`src/logic/psa_pkg.sv`:
```
// shared constants for the program-flow and indirect-addressing block
package psa_pkg;
    localparam int PC_W = 13;
    localparam int PCL_W = 8;
    localparam int HOLD_W = 5;
    localparam int OPND_W = 11;
    localparam int FILE_W = 7;
    localparam int DADDR_W = 9;
    localparam int DATA_W = 8;
    localparam int STACK_DEPTH = 8;

    // core-register offsets inside each data bank, mirrored in every bank
    localparam logic [6:0] F_INDIRECT_OPERAND = 7'h00;
    localparam logic [6:0] F_PROGRAM_COUNTER_LOW = 7'h01;
    localparam logic [6:0] F_INDIRECT_POINTER = 7'h02;
    localparam logic [6:0] F_STATUS = 7'h03;
    localparam logic [6:0] F_UPPER_ADDRESS_HOLDING = 7'h04;

    // status bit positions held here
    localparam int ST_INDIRECT_BANK = 7;
    localparam int ST_BANK_HI = 6;
    localparam int ST_BANK_LO = 5;

    // holding bits copied on a branch
    localparam int HOLD_PAGE_HI = 4;
    localparam int HOLD_PAGE_LO = 3;

    localparam logic [PC_W-1:0] PC_RESET = 13'h0000;
    localparam logic [PC_W-1:0] PC_ONE = 13'h0001;
    localparam logic [PC_W-1:0] IRQ_VECTOR_DEFAULT = 13'h0004;

    // bus map, byte addresses
    localparam logic [7:0] A_PROGRAM_COUNTER_LOW = 8'h00;
    localparam logic [7:0] A_INDIRECT_POINTER = 8'h04;
    localparam logic [7:0] A_UPPER_ADDRESS_HOLDING = 8'h08;
    localparam logic [7:0] A_BANK_SELECT = 8'h0c;
    localparam int BUS_AW = 8;

    localparam logic [1:0] RESP_OKAY = 2'h0;
    localparam logic [1:0] RESP_SLVERR = 2'h2;
endpackage

```
`src/logic/psa_flow_core.sv`:
```
// program counter, return stack use, indirect addressing and register bus
//
// The AXI4-Lite interface to the registers and the register addresses were decided locally.
`timescale 1ns/10ps
`default_nettype none
module psa_flow_core #(
    parameter logic [psa_pkg::PC_W-1:0] IRQ_VECTOR = psa_pkg::IRQ_VECTOR_DEFAULT
) (
    input wire logic clk,
    input wire logic sys_rst,
    input wire logic inst_step,
    input wire logic inst_call,
    input wire logic inst_jump,
    input wire logic inst_return,
    input wire logic irq_take,
    input wire logic [psa_pkg::OPND_W-1:0] inst_operand,
    input wire logic file_rd,
    input wire logic file_wr,
    input wire logic [psa_pkg::FILE_W-1:0] file_addr,
    input wire logic [psa_pkg::DATA_W-1:0] file_wdata,
    output logic [psa_pkg::DATA_W-1:0] file_rdata,
    output logic file_rdata_valid,
    output logic [psa_pkg::PC_W-1:0] pc_out,
    output logic [psa_pkg::DADDR_W-1:0] dmem_addr,
    output logic dmem_we,
    output logic dmem_re,
    output logic [psa_pkg::DATA_W-1:0] dmem_wdata,
    input wire logic [psa_pkg::DATA_W-1:0] dmem_rdata,
    input wire logic [psa_pkg::BUS_AW-1:0] s_axi_awaddr,
    input wire logic s_axi_awvalid,
    output logic s_axi_awready,
    input wire logic [31:0] s_axi_wdata,
    input wire logic [3:0] s_axi_wstrb,
    input wire logic s_axi_wvalid,
    output logic s_axi_wready,
    output logic [1:0] s_axi_bresp,
    output logic s_axi_bvalid,
    input wire logic s_axi_bready,
    input wire logic [psa_pkg::BUS_AW-1:0] s_axi_araddr,
    input wire logic s_axi_arvalid,
    output logic s_axi_arready,
    output logic [31:0] s_axi_rdata,
    output logic [1:0] s_axi_rresp,
    output logic s_axi_rvalid,
    input wire logic s_axi_rready
);
    ////////////////////////////////////////////////////////////////////////////
    logic [psa_pkg::PC_W-1:0] pc_reg, pc_next;
    logic [psa_pkg::HOLD_W-1:0] hold_reg, hold_next;
    logic [psa_pkg::DATA_W-1:0] ptr_reg, ptr_next;
    logic ibank_reg, ibank_next;
    logic [1:0] rp_reg, rp_next;

    logic stk_push, stk_pop;
    logic [psa_pkg::PC_W-1:0] stk_push_data, stk_top;

    // file access decode
    logic acc_ind, acc_self, acc_core;
    logic [psa_pkg::DADDR_W-1:0] acc_addr;
    logic [psa_pkg::DATA_W-1:0] core_rd_val;
    logic fw_pcl, fw_ptr, fw_status, fw_hold;

    // bus write commit
    logic bus_commit, bus_pcl, bus_ptr, bus_hold, bus_bank;
    logic core_busy;

    assign pc_out = pc_reg;
    assign core_busy = inst_step | inst_call | inst_jump | inst_return | irq_take |
                       file_rd | file_wr;

    always_comb begin
        acc_ind = file_addr == psa_pkg::F_INDIRECT_OPERAND;
        if (acc_ind) begin
            acc_addr = {ibank_reg, ptr_reg};
        end else begin
            acc_addr = {rp_reg, file_addr};
        end
        acc_self = acc_ind && acc_addr[psa_pkg::FILE_W-1:0] == psa_pkg::F_INDIRECT_OPERAND;
        case (acc_addr[psa_pkg::FILE_W-1:0])
            psa_pkg::F_PROGRAM_COUNTER_LOW: begin
                acc_core = 1'b1;
                core_rd_val = pc_reg[psa_pkg::PCL_W-1:0];
            end
            psa_pkg::F_INDIRECT_POINTER: begin
                acc_core = 1'b1;
                core_rd_val = ptr_reg;
            end
            psa_pkg::F_STATUS: begin
                acc_core = 1'b1;
                core_rd_val = {ibank_reg, rp_reg, 5'h00};
            end
            psa_pkg::F_UPPER_ADDRESS_HOLDING: begin
                acc_core = 1'b1;
                core_rd_val = {3'h0, hold_reg};
            end
            default: begin
                acc_core = 1'b0;
                core_rd_val = 8'h00;
            end
        endcase
        if (acc_self) begin
            acc_core = 1'b0;
            core_rd_val = 8'h00;
        end
        fw_pcl = file_wr && acc_core &&
                 acc_addr[psa_pkg::FILE_W-1:0] == psa_pkg::F_PROGRAM_COUNTER_LOW;
        fw_ptr = file_wr && acc_core &&
                 acc_addr[psa_pkg::FILE_W-1:0] == psa_pkg::F_INDIRECT_POINTER;
        fw_status = file_wr && acc_core && acc_addr[psa_pkg::FILE_W-1:0] == psa_pkg::F_STATUS;
        fw_hold = file_wr && acc_core &&
                  acc_addr[psa_pkg::FILE_W-1:0] == psa_pkg::F_UPPER_ADDRESS_HOLDING;
    end

    ////////////////////////////////////////////////////////////////////////////
    // counter and core registers; returns outrank branches, branches a write
    always_comb begin
        pc_next = pc_reg;
        hold_next = hold_reg;
        ptr_next = ptr_reg;
        ibank_next = ibank_reg;
        rp_next = rp_reg;
        stk_push = 1'b0;
        stk_pop = 1'b0;
        stk_push_data = pc_reg;
        if (inst_return) begin
            stk_pop = 1'b1;
            pc_next = stk_top;
        end else if (inst_call || inst_jump) begin
            stk_push = inst_call;
            stk_push_data = pc_reg + psa_pkg::PC_ONE;
            pc_next = {hold_reg[psa_pkg::HOLD_PAGE_HI:psa_pkg::HOLD_PAGE_LO],
                       inst_operand};
        end else if (irq_take) begin
            stk_push = 1'b1;
            pc_next = IRQ_VECTOR;
        end else if (fw_pcl) begin
            pc_next = {hold_reg, file_wdata};
        end else if (bus_pcl) begin
            pc_next = {hold_reg, s_axi_wdata[psa_pkg::PCL_W-1:0]};
        end else if (inst_step) begin
            pc_next = pc_reg + psa_pkg::PC_ONE;
        end
        // holding register changes only through explicit writes
        if (fw_hold) begin
            hold_next = file_wdata[psa_pkg::HOLD_W-1:0];
        end else if (bus_hold) begin
            hold_next = s_axi_wdata[psa_pkg::HOLD_W-1:0];
        end
        if (fw_ptr) begin
            ptr_next = file_wdata;
        end else if (bus_ptr) begin
            ptr_next = s_axi_wdata[psa_pkg::DATA_W-1:0];
        end
        if (fw_status) begin
            ibank_next = file_wdata[psa_pkg::ST_INDIRECT_BANK];
            rp_next = file_wdata[psa_pkg::ST_BANK_HI:psa_pkg::ST_BANK_LO];
        end else if (bus_bank) begin
            ibank_next = s_axi_wdata[psa_pkg::ST_INDIRECT_BANK];
            rp_next = s_axi_wdata[psa_pkg::ST_BANK_HI:psa_pkg::ST_BANK_LO];
        end
    end

    always_ff @(posedge clk or posedge sys_rst) begin
        if (sys_rst) begin
            pc_reg <= psa_pkg::PC_RESET;
            hold_reg <= '0;
            ptr_reg <= '0;
            ibank_reg <= 1'b0;
            rp_reg <= 2'h0;
        end else begin
            pc_reg <= pc_next;
            hold_reg <= hold_next;
            ptr_reg <= ptr_next;
            ibank_reg <= ibank_next;
            rp_reg <= rp_next;
        end
    end

    // hidden from software: no bus path reaches the pointer or entries
    psa_return_stack #(
        .DEPTH(psa_pkg::STACK_DEPTH),
        .WIDTH(psa_pkg::PC_W)
    ) u_stack (
        .clk(clk),
        .sys_rst(sys_rst),
        .push(stk_push),
        .pop(stk_pop),
        .push_data(stk_push_data),
        .top_data(stk_top)
    );

    ////////////////////////////////////////////////////////////////////////////
    // data-memory stage; memory read is combinational on dmem_addr
    logic [psa_pkg::DADDR_W-1:0] dmem_addr_next;
    logic dmem_we_next, dmem_re_next;
    logic [psa_pkg::DATA_W-1:0] dmem_wdata_next;
    logic rd_core_reg, rd_core_next;
    logic [psa_pkg::DATA_W-1:0] rd_val_reg, rd_val_next;
    logic [psa_pkg::DATA_W-1:0] file_rdata_next;
    logic file_rdata_valid_next;

    always_comb begin
        dmem_addr_next = dmem_addr;
        dmem_wdata_next = dmem_wdata;
        dmem_we_next = 1'b0;
        dmem_re_next = 1'b0;
        rd_core_next = 1'b0;
        rd_val_next = core_rd_val;
        if (file_wr && !acc_core && !acc_self) begin
            dmem_we_next = 1'b1;
            dmem_addr_next = acc_addr;
            dmem_wdata_next = file_wdata;
        end else if (file_rd) begin
            rd_core_next = acc_core || acc_self;
            dmem_re_next = !(acc_core || acc_self);
            if (!(acc_core || acc_self)) begin
                dmem_addr_next = acc_addr;
            end
        end
        file_rdata_valid_next = dmem_re || rd_core_reg;
        file_rdata_next = file_rdata;
        if (rd_core_reg) begin
            file_rdata_next = rd_val_reg;
        end else if (dmem_re) begin
            file_rdata_next = dmem_rdata;
        end
    end

    always_ff @(posedge clk or posedge sys_rst) begin
        if (sys_rst) begin
            dmem_addr <= '0;
            dmem_we <= 1'b0;
            dmem_re <= 1'b0;
            dmem_wdata <= '0;
            rd_core_reg <= 1'b0;
            rd_val_reg <= '0;
            file_rdata <= '0;
            file_rdata_valid <= 1'b0;
        end else begin
            dmem_addr <= dmem_addr_next;
            dmem_we <= dmem_we_next;
            dmem_re <= dmem_re_next;
            dmem_wdata <= dmem_wdata_next;
            rd_core_reg <= rd_core_next;
            rd_val_reg <= rd_val_next;
            file_rdata <= file_rdata_next;
            file_rdata_valid <= file_rdata_valid_next;
        end
    end

    ////////////////////////////////////////////////////////////////////////////
    // register bus; a write waits while the core is busy so it never races
    logic aw_got_reg, aw_got_next, w_got_reg, w_got_next;
    logic [psa_pkg::BUS_AW-1:0] awaddr_reg, awaddr_next;
    logic [31:0] wdata_reg, wdata_next;
    logic wstrb0_reg, wstrb0_next;
    logic awready_next, wready_next, bvalid_next, arready_next, rvalid_next;
    logic [1:0] bresp_next, rresp_next;
    logic [31:0] rdata_next;
    logic bus_known;

    always_comb begin
        aw_got_next = aw_got_reg;
        w_got_next = w_got_reg;
        awaddr_next = awaddr_reg;
        wdata_next = wdata_reg;
        wstrb0_next = wstrb0_reg;
        bvalid_next = s_axi_bvalid && !s_axi_bready;
        bresp_next = s_axi_bresp;
        if (s_axi_awvalid && s_axi_awready) begin
            aw_got_next = 1'b1;
            awaddr_next = s_axi_awaddr;
        end
        if (s_axi_wvalid && s_axi_wready) begin
            w_got_next = 1'b1;
            wdata_next = s_axi_wdata;
            wstrb0_next = s_axi_wstrb[0];
        end
        bus_commit = aw_got_reg && w_got_reg && !s_axi_bvalid && !core_busy;
        bus_known = awaddr_reg == psa_pkg::A_PROGRAM_COUNTER_LOW ||
                    awaddr_reg == psa_pkg::A_INDIRECT_POINTER ||
                    awaddr_reg == psa_pkg::A_UPPER_ADDRESS_HOLDING ||
                    awaddr_reg == psa_pkg::A_BANK_SELECT;
        bus_pcl = bus_commit && wstrb0_reg && awaddr_reg == psa_pkg::A_PROGRAM_COUNTER_LOW;
        bus_ptr = bus_commit && wstrb0_reg && awaddr_reg == psa_pkg::A_INDIRECT_POINTER;
        bus_hold = bus_commit && wstrb0_reg && awaddr_reg == psa_pkg::A_UPPER_ADDRESS_HOLDING;
        bus_bank = bus_commit && wstrb0_reg && awaddr_reg == psa_pkg::A_BANK_SELECT;
        if (bus_commit) begin
            aw_got_next = 1'b0;
            w_got_next = 1'b0;
            bvalid_next = 1'b1;
            bresp_next = bus_known ? psa_pkg::RESP_OKAY : psa_pkg::RESP_SLVERR;
        end
        awready_next = !aw_got_next;
        wready_next = !w_got_next;
        // read side: one answer at a time, ready only while nothing is owed
        rvalid_next = s_axi_rvalid && !s_axi_rready;
        rdata_next = s_axi_rdata;
        rresp_next = s_axi_rresp;
        if (s_axi_arvalid && s_axi_arready) begin
            rvalid_next = 1'b1;
            rresp_next = psa_pkg::RESP_OKAY;
            case (s_axi_araddr)
                psa_pkg::A_PROGRAM_COUNTER_LOW: begin
                    rdata_next = {24'h000000, pc_reg[psa_pkg::PCL_W-1:0]};
                end
                psa_pkg::A_INDIRECT_POINTER: begin
                    rdata_next = {24'h000000, ptr_reg};
                end
                psa_pkg::A_UPPER_ADDRESS_HOLDING: begin
                    rdata_next = {27'h0000000, hold_reg};
                end
                psa_pkg::A_BANK_SELECT: begin
                    rdata_next = {24'h000000, ibank_reg, rp_reg, 5'h00};
                end
                default: begin
                    rdata_next = 32'h00000000;
                    rresp_next = psa_pkg::RESP_SLVERR;
                end
            endcase
        end
        arready_next = !rvalid_next;
    end

    always_ff @(posedge clk or posedge sys_rst) begin
        if (sys_rst) begin
            aw_got_reg <= 1'b0;
            w_got_reg <= 1'b0;
            awaddr_reg <= '0;
            wdata_reg <= '0;
            wstrb0_reg <= 1'b0;
            s_axi_awready <= 1'b0;
            s_axi_wready <= 1'b0;
            s_axi_bvalid <= 1'b0;
            s_axi_bresp <= psa_pkg::RESP_OKAY;
            s_axi_arready <= 1'b0;
            s_axi_rvalid <= 1'b0;
            s_axi_rdata <= '0;
            s_axi_rresp <= psa_pkg::RESP_OKAY;
        end else begin
            aw_got_reg <= aw_got_next;
            w_got_reg <= w_got_next;
            awaddr_reg <= awaddr_next;
            wdata_reg <= wdata_next;
            wstrb0_reg <= wstrb0_next;
            s_axi_awready <= awready_next;
            s_axi_wready <= wready_next;
            s_axi_bvalid <= bvalid_next;
            s_axi_bresp <= bresp_next;
            s_axi_arready <= arready_next;
            s_axi_rvalid <= rvalid_next;
            s_axi_rdata <= rdata_next;
            s_axi_rresp <= rresp_next;
        end
    end
endmodule
`default_nettype wire

```
`src/logic/psa_return_stack.sv`:
```
// circular return stack of program-counter values
`timescale 1ns/10ps
`default_nettype none
module psa_return_stack #(
    parameter int DEPTH = psa_pkg::STACK_DEPTH,
    parameter int WIDTH = psa_pkg::PC_W
) (
    input wire logic clk,
    input wire logic sys_rst,
    input wire logic push,
    input wire logic pop,
    input wire logic [WIDTH-1:0] push_data,
    output logic [WIDTH-1:0] top_data
);
    localparam int PTR_W = $clog2(DEPTH);
    localparam logic [PTR_W-1:0] PTR_ONE = PTR_W'(1);

    logic [PTR_W-1:0] ptr_reg;
    logic [PTR_W-1:0] ptr_next;
    logic [WIDTH-1:0] entry_reg [DEPTH];

    // pointer wraps both ways with no flag: overflow and underflow are silent
    always_comb begin
        ptr_next = ptr_reg;
        if (push) begin
            ptr_next = ptr_reg + PTR_ONE;
        end else if (pop) begin
            ptr_next = ptr_reg - PTR_ONE;
        end
    end

    always_ff @(posedge clk or posedge sys_rst) begin
        if (sys_rst) begin
            ptr_reg <= '0;
        end else begin
            ptr_reg <= ptr_next;
        end
    end

    genvar gi;
    generate
        for (gi = 0; gi < DEPTH; gi++) begin : g_entry
            logic [WIDTH-1:0] entry_next;
            always_comb begin
                entry_next = entry_reg[gi];
                if (push && ptr_reg == PTR_W'(gi)) begin
                    entry_next = push_data;
                end
            end
            always_ff @(posedge clk or posedge sys_rst) begin
                if (sys_rst) begin
                    entry_reg[gi] <= '0;
                end else begin
                    entry_reg[gi] <= entry_next;
                end
            end
        end
    endgenerate

    assign top_data = entry_reg[ptr_reg - PTR_ONE];
endmodule
`default_nettype wire

```
`config.mk`:
```
export PLATFORM = sky130hd
export DESIGN_NAME = psa_flow_core
export DESIGN_NICKNAME = d
export VERILOG_FILES = /design/src/logic/psa_pkg.sv /design/src/logic/psa_flow_core.sv /design/src/logic/psa_return_stack.sv
export SDC_FILE = /design/constraint.sdc
export NUM_CORES = 1
export LEC_CHECK = 0
export ABC_AREA = 1
export BUFFER_PORTS_ARGS = -buffer_cell sky130_fd_sc_hd__buf_2
export CORE_MARGIN = 1
export CORE_UTILIZATION = 51
export CTS_CLUSTER_DIAMETER = 40
export DETAILED_ROUTE_END_ITERATION = 12
export PLACE_DENSITY = 0.83
export RECOVER_POWER = 50
export SYNTH_ARGS = -nofsm -noshare
export SYNTH_HDL_FRONTEND = slang
export SYNTH_SLANG_ARGS = --single-unit
```
`constraint.sdc`:
```
create_clock -name clk -period 6.1 [get_ports clk]
set_clock_uncertainty 0.2 [all_clocks]
set_input_delay 0.61 -clock clk [delete_from_list [all_inputs] [get_ports clk]]
set_output_delay 0.61 -clock clk [all_outputs]
set_load 0.005 [all_outputs]
```
-- Word-level counts from Yosys, hierarchy flattened
Index checks and enable logic that the tools add are counted.
- bits in registers: 225
- latch bits: 0
- memory bits (writable): 0
- bits in read-only memories: 0
- input bits: 100
- memories: 0
- add/sub/neg operators: 3
- multipliers: 0
- div/mod/pow operators: 0
- magnitude comparators: 1
- eq/ne operators: 18
- shifts and indexed selects: 0
- mux-type cells: 49
- bitwise gates (word level): 7
- reductions and logical operators: 60
- operators by type and width (kind ; count):
    $mux 13 ; 10
    $pmux 8 s4 ; 2
    $mux 8 ; 5
    $bmux 13 s3 ; 1
    $mux 9 ; 4
    $eq 8x4->1 const B ; 4
    $logic_and 1x1->1 ; 29
    $mux 1 ; 19
    $eq 8x3->1 const B ; 2
    $logic_not 8->1 ; 2
    $eq 7x2->1 const B ; 2
    $logic_not 7->1 ; 2
    $add 13x1->13 const B ; 1
    $eq 3x3->1 const B ; 4
    $reduce_bool 2->1 ; 6
    $logic_not 1->1 ; 10
    $mux 5 ; 2
    $mux 2 ; 4
    $reduce_or 4->1 ; 2
    $eq 7x1->1 const B ; 1
    $eq 7x3->1 const B ; 1
    $eq 3x2->1 const B ; 2
    $logic_or 1x1->1 ; 6
    $mux 3 ; 2
    10 further kinds ; 15

-- Longest topological paths before layout
Gate-level depths: netlist (run 1).
- word-level depth: 15
- depth in mapped cells: 17
- gate-level depth less buffers: 15

-- Cells and area by module
Synthesis (run 1) repeated with hierarchy kept, for this count alone.
- cells, all modules: 1495
- area, all modules: 11141.9 µm²
- modules (own cells, without submodules) (module ; instances ; cells each ; area each (µm²) ; sequential area each (µm²)):
    psa_return_stack ; 1 ; 721 ; 5610.4 ; 2677.6
    psa_flow_core ; 1 ; 774 ; 5531.6 ; 2302.2

-- Least setup slack after synthesis (run 1)
Ideal clock, no wire load.
- kind: reg-to-reg
- start: register u_stack.ptr_reg[0]
- end: register pc_reg, in the netlist pc_out[4]
- library setup time: 0.120 ns
- arrival: 2.386 ns
- data required time: 5.780 ns
- path slack: 3.395 ns
- cell stages (with the launch flop): 14
- path buffers: 3
- path through: dfrtp_1 > inv_1 > clkbuf_1 > buf_1 > ha_1 > inv_1 > buf_1 > nor2_1 > o21ai_0 > a21oi_1 > a221oi_1 > nand2_1 > clkinv_1 > a21oi_2
- cells in the longest elaborated chain, start to end: 6
- RTL lines (item ; RTL line ; text):
    from (decl) ; psa_return_stack.sv:18 ; logic [PTR_W-1:0] ptr_reg;
    from (signal assigned) ; psa_return_stack.sv:36 ; ptr_reg <= ptr_next;
    $sub 3x1->3 ; psa_return_stack.sv:60 ; assign top_data = entry_reg[ptr_reg - PTR_ONE];
    $not 3->4 (not written as such) ; psa_return_stack.sv:60 ;
    $bmux 13 s3 ; psa_return_stack.sv:60 ;
    $mux 13 (not written as such) (2 in series) ; psa_return_stack.sv:60 ;
    $mux 13 ; psa_flow_core.sv:125 ; if (inst_return) begin
    to (signal assigned) ; psa_flow_core.sv:165 ; pc_reg <= psa_pkg::PC_RESET;
    to (signal assigned) ; psa_flow_core.sv:171 ; pc_reg <= pc_next;
    to (decl) ; psa_flow_core.sv:48 ; logic [psa_pkg::PC_W-1:0] pc_reg, pc_next;
Every way passes these cells. The select of a mux whose other input is x is not followed.
A chain may end at the register's enable or synchronous reset.

-- Final worst setup path (run 1)
Ends and elaborated chain as after synthesis.

==> run summary, run 1 <==
Status = completed
Sink Count = 199
Post-layout util = 58.9%
Comb power frac = 37.9%
Drt first pass iters = 6
CP Class = flop to flop
Sequential element share of the synthesized area = 48.1%
Routed Antenna Nets = 0
Die Y-Extent = 145 um
Max transition margin = 22.2%
Dpl ws = 2.57 ns
Final worst setup slack = 2.41 ns
Fmax = 271 MHz
R2R Path Start = u_stack.ptr_reg[0]
Mapped Area = 10400 um2
Total number of vias = 9330
Max reg flops = 104
Unrepaired setup endpoints after global routing = no
Fin nets = 1482
Ys async rst share = 100%
Initial core utilization = 52.5%
Row count = 51
Reg power frac = 40.3%
Reg-to-Reg End = pc_out[4]
Total global routing overflow = 0
Final hold vios = 0
Pwr/cell area = 434 nW/um2
Max FO, Critical Path = 61
Post-layout min period = 3.69 ns
Hold slack = 0.163 ns
Data arrival, critical path = 3.86 ns
Yosys warnings = 0
Largest net degree at the start of global routing = 200
Die ar. = 20900 um2
Die X = 145 um
Worst-path clk slew = 0.07 ns
# diodes = 0
Crit path launch type = flop
Commonest non-fill, non-tap cell in the layout = nand2_1
Min-delay src = s_axi_bready
LEAKAGE = 5.71 nW
WHS Endpoint = s_axi_bvalid
Vias per Instance = 5.65
I/O pin count = 182
Initial antenna violation count = 0
Clock Latency Late Sink = 0.44 ns
Synth top area share = 48.1%
Yosys reg bits = 199
Max cap viols = 0
Final HPWL DP = 18.7 mm
Setup violators final = 0
Worst EP required = 6.27 ns
Post-CTS setup buffer count = 0
WL/cell = 16.7 um
Total clock buffers created by CTS = 17
Reg2reg path depth = 12
IO Port Bufs = 128
H-tree depth = 4
Power Internal = 2.98 mW
Actual slew at the worst max-slew pin = 1.17 ns
First-pass GRT wire length = 43.2 mm
Share of post-route cells with drive strength above 1 = 17.1%
Fin Setup TNS = 0 ns
Area contributors post-synth = dfrtp_1, nand2_1, o21ai_0, inv_1, nand3_1
Clock tree buffer depth = 2
Initial DRC Count = 1057
Hold buffer count at cts = 0
Yosys top cell by area = dfrtp_1
GRT Total Usage = 27.1%
P_sw = 2.06 mW
Vias in the first global route = 8392
Maximum vdd drop = 0.305 mV
Sw Ratio = 40.9%
Dominant synthesized flop cell = dfrtp_1
Root Driver = clkbuf_16
R2R Setup Slk = 2.41 ns
Core ar. = 19700 um2
Slew Limit Fails = 0
Clk pwr share = 21.8%
Synth Instances = 1272
Placer Congestion = 0.957
Cell variety after synth = 47
Commonest non-fill, non-tap cells in the layout = nand2_1, dfrtp_1, o21ai_0
Worst hold path cell count = 2
DRC errors left = 0
CTS tree = done
Final wirelength = 27.5 mm
Tcrit/Tclk final = 60.4%
Worst hold-check path type = primary input to flop
EDFF count, synth = 0
Post-CTS Resized = 0
Critical Path End Type = flop
Syn avg cell area = 8.15 um2
Area grow syn2layout = 12.0%
per-layer routing:
layer  up-vias  GRT usage [%]  part of all wire (%)
met5         -              0                     0
met4         0           11.4                   3.3
met3        76           7.38                   9.8
met2       487           40.2                    45
met1      4424           37.1                    42
li1       4343              -                     -
worst max path at each step:
stage,start,to,depth (start not counted)
after detailed placement,u_stack.ptr_reg[0],pc_out[4],12
after CTS,u_stack.ptr_reg[0],pc_out[2],13
after global routing,u_stack.ptr_reg[0],pc_out[2],13
after floorplan,sys_rst,aw_got_reg,1
final,u_stack.ptr_reg[0],pc_out[4],12
after global placement,u_stack.ptr_reg[0],pc_out[3],12
cells in the mapped netlist (2+ instances only):
cell type / count
a21oi_1: 54
a21oi_2: 10
a21oi_4: 3
a221oi_1: 11
a22o_1: 3
buf_1: 4
buf_2: 5
buf_4: 26
buf_6: 4
buf_8: 2
clkbuf_1: 35
clkinv_1: 9
dfrtp_1: 199
ha_1: 8
inv_1: 118
inv_2: 4
mux2_2: 5
nand2_1: 324
nand2_2: 8
nand2_4: 2
nand3_1: 80
nand3_4: 4
nand3b_1: 2
nand4_1: 13
nor2_1: 90
nor2_2: 4
nor2_4: 7
nor3_1: 7
nor3_2: 4
nor4_1: 3
o211ai_1: 10
o21a_1: 2
o21ai_0: 130
o21ai_1: 18
o21ai_2: 17
o221ai_1: 10
o22ai_1: 16
or2_2: 2
xor2_1: 11
power groups by stage:
stage	logic [mW]	registers, mW	clock network (mW)
global placement	1.80	2.02	0
finish	1.91	2.03	1.10
global route	2.15	2.07	1.16
floorplan	1.36	1.98	0
CTS	1.88	2.02	1.11
detailed placement	1.86	2.04	0
worst max-delay path, stage by stage (launching register included):
cell      delay, ns
dfrtp_1        0.32
buf_4          0.49
inv_1          0.13
buf_4          0.33
ha_1           0.28
xor2_1         0.15
nor2_1         0.62
inv_1          0.40
a21oi_1        0.25
a221oi_1       0.11
nand2_1        0.11
clkinv_1       0.08
a21oi_2        0.13
through the flow:
step                power (mW)  cells  area [um2]
finish                    5.04   1652       11600
global route              5.38   1652       11600
CTS                       5.00   1652       11600
detailed placement        3.90   1620       11000
global placement          3.82   1620       11000
floorplan                 3.34   1297       10500
cells by family after synthesis:
| kind of cell | count (synthesis) | share of synthesized area [%] |
|---|---|---|
| compound gates | 285 | 16.4 |
| xor+xnor | 12 | 1.01 |
| fa+ha+maj | 8 | 0.966 |
| buf+inv | 209 | 9.26 |
| flops | 199 | 48.1 |
| mux | 5 | 0.543 |
| other cells | 1 | 0.0362 |
| simple gates | 553 | 23.7 |
layout make-up:
type	count	area, um2
sequential	199	4980
fill	1702	8110
timing repair buffer	135	697
tap	265	332
clock buffer	20	467
inverter	132	499
clock inverter	12	108
multi-input combinational	889	4520
(Power assumes the default switching activity.)
==> run 2, diff against run 1 <==
--- a/config.mk
+++ b/config.mk
@@ -8,10 +8,10 @@
 export ABC_AREA = 1
 export BUFFER_PORTS_ARGS = -buffer_cell sky130_fd_sc_hd__buf_2
 export CORE_MARGIN = 1
-export CORE_UTILIZATION = 51
+export CORE_UTILIZATION = 57
 export CTS_CLUSTER_DIAMETER = 40
 export DETAILED_ROUTE_END_ITERATION = 12
-export PLACE_DENSITY = 0.83
+export PLACE_DENSITY = 0.87
 export RECOVER_POWER = 50
 export SYNTH_ARGS = -nofsm -noshare
 export SYNTH_HDL_FRONTEND = slang
==> constraint.sdc (replaced) <==
create_clock -name clk -period 3.48 [get_ports clk]
set_clock_uncertainty 0.2 [all_clocks]
set_input_delay 0.348 -clock clk [delete_from_list [all_inputs] [get_ports clk]]
set_output_delay 0.348 -clock clk [all_outputs]
set_load 0.005 [all_outputs]
==> run 2 against run 1 <==
Die area fell by 10%. Non-clock buffer count rose by 43. Global-route usage rose by 4.3 points. Register-to-register slack got worse by 1.9 ns. Sequential share of layout area fell by 1.0 points. First-iteration DRC count up 11%. Routed wire length increased by 3.1%. Via count up 3.1%. Sequential cell count unchanged. Worst setup slack got worse by 1.9 ns. Power increased by 77%. Largest cell class unchanged. Highest routed layer unchanged.
==> run summary, run 2 (synthesized netlist as in run 1, its figures left out) <==
Critical Path End Type = flop
GRT Total Usage = 31.3% (+4.3 points)
Reg power frac = 40.0% (-0.3 points)
Vias per Instance = 5.81 (+3.0%)
Tcrit/Tclk final = 84.0% (+24 points)
I/O pin count = 182 (unchanged)
Initial DRC Count = 1168 (+11%)
WL/cell = 17.2 um (+3.0%)
Total clock buffers created by CTS = 17 (unchanged)
Core ar. = 17500 um2 (-11%)
Root Driver = clkbuf_16
Clk pwr share = 21.9% (about the same)
Setup violators final = 0 (unchanged)
Post-CTS setup buffer count = 0 (unchanged)
Actual slew at the worst max-slew pin = 1.21 ns (+0.0416 ns)
Final worst setup slack = 0.555 ns (-1.86 ns)
CP Class = flop to flop
Final HPWL DP = 19.1 mm (+2.3%)
Slew Limit Fails = 0 (unchanged)
Die X = 137 um (-5.3%)
Total number of vias = 9618 (+3.1%)
Fmax = 342 MHz (+26%)
Post-CTS Resized = 0 (unchanged)
Worst-path clk slew = 0.07 ns (about the same)
Commonest non-fill, non-tap cells in the layout = nand2_1, dfrtp_1, o21ai_0
Power consumption = 8.93 mW (+77%)
DRC errors left = 0 (unchanged)
Max FO, Critical Path = 19 (-69%)
Fin Setup TNS = 0 ns (unchanged)
Status = completed
Routed Antenna Nets = 0 (unchanged)
H-tree depth = 4 (unchanged)
Total global routing overflow = 0 (unchanged)
Share of post-route cells with drive strength above 1 = 14.6% (-2.5 points)
Initial antenna violation count = 0 (unchanged)
Fillcell total = 1397 (-18%)
Pwr/cell area = 751 nW/um2 (+73%)
Clock Latency Late Sink = 0.45 ns (about the same)
Worst hold-check path type = primary input to flop
Max reg flops = 104 (unchanged)
P_sw = 3.63 mW (+77%)
Hold slack = 0.00663 ns (-0.157 ns)
Final wirelength = 28.4 mm (+3.1%)
Vias in the first global route = 8669 (+3.3%)
Die Y-Extent = 137 um (-5.3%)
IO Port Bufs = 128 (unchanged)
Power Internal = 5.30 mW (+78%)
Initial core utilization = 59.1% (+6.5 points)
Area grow syn2layout = 14.8%
Crit path launch type = flop
Dpl ws = 0.634 ns (-1.94 ns)
Max cap viols = 0 (unchanged)
Placer Congestion = 0.959 (+0.18%)
CTS tree = done
Largest net degree at the start of global routing = 119 (-41%)
Sink Count = 199 (unchanged)
Max transition margin = 19.0% (-3.2 points)
Commonest non-fill, non-tap cell in the layout = nand2_1
# diodes = 0 (unchanged)
Worst EP required = 3.66 ns (-2.61 ns)
Comb power frac = 38.1% (+0.2 points)
Die ar. = 18700 um2 (-10%)
Maximum vdd drop = 0.492 mV (+61%)
LEAKAGE = 5.79 nW (+1.3%)
Sw Ratio = 40.7% (-0.20 points)
Post-layout min period = 2.92 ns (-0.761 ns)
Fin nets = 1525 (+2.9%)
Unrepaired setup endpoints after global routing = no
Clock tree buffer depth = 2 (unchanged)
Data arrival, critical path = 3.10 ns (-0.76 ns)
Final hold vios = 0 (unchanged)
Post-layout util = 67.8% (+9.0 points)
First-pass GRT wire length = 44.5 mm (+3.0%)
Row count = 48 (-5.9%)
Drt first pass iters = 8 (+2)
run 2: cell count changes in the layout (fill, tap and decap cells not counted), sizes merged:
cell,before,now
bufinv,0,1
buf,128,106
dlygate4sd3,0,31
clkinv,13,10
clkbuf,27,62
inv,127,129
clkinvlp,4,2
run 2: per-layer routing:
metal  global-route usage [%]  vias to the layer above  routed length (um)
met5                        0                        -                   0
met1                     44.5                     4524               11600
met2                     47.3                      590               12800
li1                         -                     4414                   -
met3                     5.41                       90                2900
met4                     13.5                        0                1070
run 2: repair_timing:
item                                    4_1_cts  5_1_grt
hold buffers                                 31        0
endpoints found under the setup margin        0        0
hold endpoints to repair                     59        0
run 2: layout make-up:
cell class	count	area, um2	area share [%]
Clock inverter	10	110	0.926
Inverter	132	499	4.20
Timing Repair Buffer	178	1040	8.79
Tap cell	225	282	2.37
Multi-Input combinational cell	889	4520	38.0
Sequential cell	199	4980	41.9
Clock buffer	21	460	3.87
run 2: stage by stage:
| stage | instances | cell area (um2) |
|---|---|---|
| finish | 1654 | 11900 |
| global route | 1654 | 11900 |
| CTS | 1654 | 12000 |
| detailed placement | 1592 | 11100 |
| global placement | 1592 | 11100 |
| floorplan | 1297 | 10500 |
run 2: worst paths after layout:
check	end	cells after the start	slack [ns]	from
min	s_axi_wready	4	0.007	s_axi_wvalid
max reg2reg	pc_out[10]	10	0.56	u_stack.ptr_reg[0]
min reg2reg	u_stack.entry_reg[93]	2	0.27	u_stack.entry_reg[93]
min in group asynchronous	u_stack.entry_reg[31]	3	0.50	sys_rst
max	pc_out[10]	10	0.56	u_stack.ptr_reg[0]
max in group asynchronous	u_stack.entry_reg[58]	4	0.98	sys_rst
run 2: worst max-delay path, stage by stage, from the launching register on:
cell and delay (ns):
dfrtp_1 0.38, inv_1 0.44, ha_1 0.35, inv_1 0.46, buf_4 0.28, a21oi_1 0.06
a221oi_1 0.31, nor2_1 0.12, nand2_1 0.08, inv_1 0.06, a21oi_2 0.12
run 2: power by group through the flow:
stage                     Combinational (mW)  Clock, mW  Sequential [mW]
after detailed placement                3.30          0             3.58
after global placement                  3.20          0             3.54
final                                   3.40       1.96             3.57
after CTS                               3.36       1.96             3.54
after floorplan                         2.39          0             3.47
after global routing                    3.78       2.07             3.65
==> run 3, diff against run 2 <==
==> constraint.sdc (replaced) <==
create_clock -name clk -period 2.9 [get_ports clk]
set_clock_uncertainty 0.2 [all_clocks]
set_input_delay 0.29 -clock clk [delete_from_list [all_inputs] [get_ports clk]]
set_output_delay 0.29 -clock clk [all_outputs]
set_load 0.005 [all_outputs]
==> run 3 against run 2 <==
The run now ends with max-capacitance violations, max-slew violations left. Final cell count grew 2.2%. Hold slack gained 0.061 ns. Critical path type is now primary input to flop. Non-clock buffer count grew 36. Sequential power grew 20%. Sequential share of layout area shrank 1.2 points. Global-route usage grew 2.1 points. Register-to-register slack lost 0.47 ns.
==> run summary, run 3 (synthesized netlist as in run 1, its figures left out) <==
CTS tree = done
Sink Count = 199 (unchanged)
First-pass GRT wire length = 47.7 mm (+7.2%)
Die X = 137 um (unchanged)
Cell count after placement = 1605 (+0.82%)
Worst EP required = 3.03 ns (-0.63 ns)
Clock tree buffer depth = 2 (unchanged)
Power Internal = 6.37 mW (+20%)
Sw Ratio = 41.4% (+0.76 points)
Tcrit/Tclk final = 99.2%
Slew Limit Fails = 126 (+126)
Fin Setup TNS = 0 ns (unchanged)
Final HPWL DP = 19.0 mm (-0.55%)
I/O pin count = 182 (unchanged)
Commonest non-fill, non-tap cell in the layout = nand2_1
Root Driver = clkbuf_16
Final Non-Filler Cells = 1691 (+2.2%)
Drt first pass iters = 11 (+3)
Largest net degree at the start of global routing = 126 (+5.9%)
Max cap viols = 1 (+1)
Crit path launch type = primary input
Unrepaired setup endpoints after global routing = no
Clk pwr share = 21.2% (-0.7 points)
GRT Total Usage = 33.4% (+2.1 points)
Total clock buffers created by CTS = 17 (unchanged)
Die ar. = 18700 um2 (unchanged)
Critical Path End Type = flop
P_sw = 4.51 mW (+24%)
Post-layout min period = 2.88 ns
Fillcell total = 1269 (-9.2%)
# diodes = 0 (unchanged)
Pwr/cell area = 888 nW/um2 (+18%)
Area grow syn2layout = 18.3%
Vias in the first global route = 9379 (+8.2%)
CP Class = primary input to flop
Core ar. = 17500 um2 (unchanged)
Initial DRC Count = 1518 (+30%)
Worst hold path cell count = 4 (unchanged)
Reg2reg path depth = 9 (-1)
Max FO, Critical Path = 13 (-6)
Comb power frac = 39.5% (+1.4 points)
Vias per Instance = 5.96 (+2.6%)
H-tree depth = 4 (unchanged)
Fin nets = 1561 (+2.4%)
Fmax = 347 MHz
Status = finished, violations left
Worst hold-check path type = primary input to flop
Max transition margin = -13.1% (-32 points)
Routed Antenna Nets = 0 (unchanged)
Row count = 48 (unchanged)
Final wirelength = 30.4 mm (+7.2%)
Share of post-route cells with drive strength above 1 = 17.7% (+3.1 points)
Commonest non-fill, non-tap cells in the layout = nand2_1, dfrtp_1, o21ai_0
Clock Latency Late Sink = 0.45 ns (about the same)
Initial core utilization = 59.1% (unchanged)
Max reg flops = 104 (unchanged)
DRC errors left = 0 (unchanged)
Actual slew at the worst max-slew pin = 1.70 ns (+0.488 ns)
Worst-path clk slew = 0.08 ns (about the same)
Maximum vdd drop = 0.769 mV (+56%)
LEAKAGE = 6.06 nW (+4.6%)
Die Y-Extent = 137 um (unchanged)
Initial antenna violation count = 0 (unchanged)
WL/cell = 18.0 um (+4.9%)
Final hold vios = 0 (unchanged)
Setup violators final = 0 (unchanged)
Total global routing overflow = 0 (unchanged)
Data arrival, critical path = 3.01 ns (-0.09 ns)
Placer Congestion = 0.927 (-3.3%)
Total number of vias = 10086 (+4.9%)
Violated checks = max-capacitance violations, max-slew violations
Reg power frac = 39.3% (-0.7 points)
IO Port Bufs = 128 (unchanged)
-- run 3: changes by cell type in the layout (fill, tap and decap cells not counted), moves of 2 or more --
cell,delta
clkinv_4,+3
dlygate4sd3_1,+22
inv_6,-3
buf_2,+25
nor2_2,+4
nor2_1,-4
clkbuf_8,-2
inv_8,+3
buf_4,+16
clkbuf_1,-29
-- run 3: layout make-up --
cell class	count	area [um2]	area share, %
clock inverter	14	135	1.10
sequential	199	4980	40.6
inverter	132	499	4.07
tap	225	282	2.30
multi-input combinational	889	4530	37.0
timing repair buffer	214	1400	11.4
clock buffer	18	429	3.50
-- run 3: worst paths after layout --
path / start / endpoint / slack, ns
setup / recovery: file_addr[3] / ptr_reg[1] / 0.02
hold reg to reg: rd_val_reg[6] / file_rdata[6] / 0.26
hold / removal: file_rd / s_axi_bvalid / 0.07
min in group asynchronous: sys_rst / u_stack.entry_reg[31] / 0.54
max in group asynchronous: sys_rst / u_stack.entry_reg[56] / 0.57
setup reg to reg: ptr_reg[3] / ptr_reg[1] / 0.09
-- run 3: power by group through the flow --
| stage | Combinational [mW] | Sequential, mW | Clock, mW |
|---|---|---|---|
| 4_1_cts | 4.16 | 4.24 | 2.32 |
| 5_1_grt | 4.80 | 4.37 | 2.42 |
| 6_report | 4.29 | 4.28 | 2.31 |
| 3_3_place_gp | 3.91 | 4.24 | 0 |
| 3_5_place_dp | 4.05 | 4.28 | 0 |
| 2_1_floorplan | 2.86 | 4.16 | 0 |
-- run 3: timing repair --
item,CTS,global route
hold endpoints to repair,253,0
resized for setup,0,5
buffers inserted,0,1
hold buffers,53,0
setup endpoints to repair,0,9
-- run 3: metrics by stage --
stage | util (%) | power [mW] | cell area (um2) | hold WS, ns | setup slack (ns)
2_1_floorplan | - | 7.02 | 10500 | 0.186 | -0.164
4_1_cts | 70.0 | 10.7 | 12300 | 0.0197 | 0.123
3_5_place_dp | 63.7 | 8.34 | 11200 | 0.247 | 0.309
3_3_place_gp | 63.7 | 8.15 | 11200 | 0.243 | 0.422
5_1_grt | 69.9 | 11.6 | 12300 | 0.0728 | 0.0128
6_report | 69.9 | 10.9 | 12300 | 0.0675 | 0.0221
-- run 3: routing by layer --
layer	track usage (%)	wire length [um]
met1	44.4	11800
met2	51.3	13900
met4	16.8	1500
met3	7.93	3230
met5	0	0
-- run 3: critical path, cell delays in order --
cell           delay, ns
buf_2               0.12
nor2_2              0.14
nand2_1             0.11
nor2_4              0.37
a21oi_2             0.16
nor2_1              0.21
nand2_1             0.16
nor2_4              0.25
nand2_2             0.24
nand3_1             0.22
nand3_1             0.14
dlygate4sd3_1       0.58
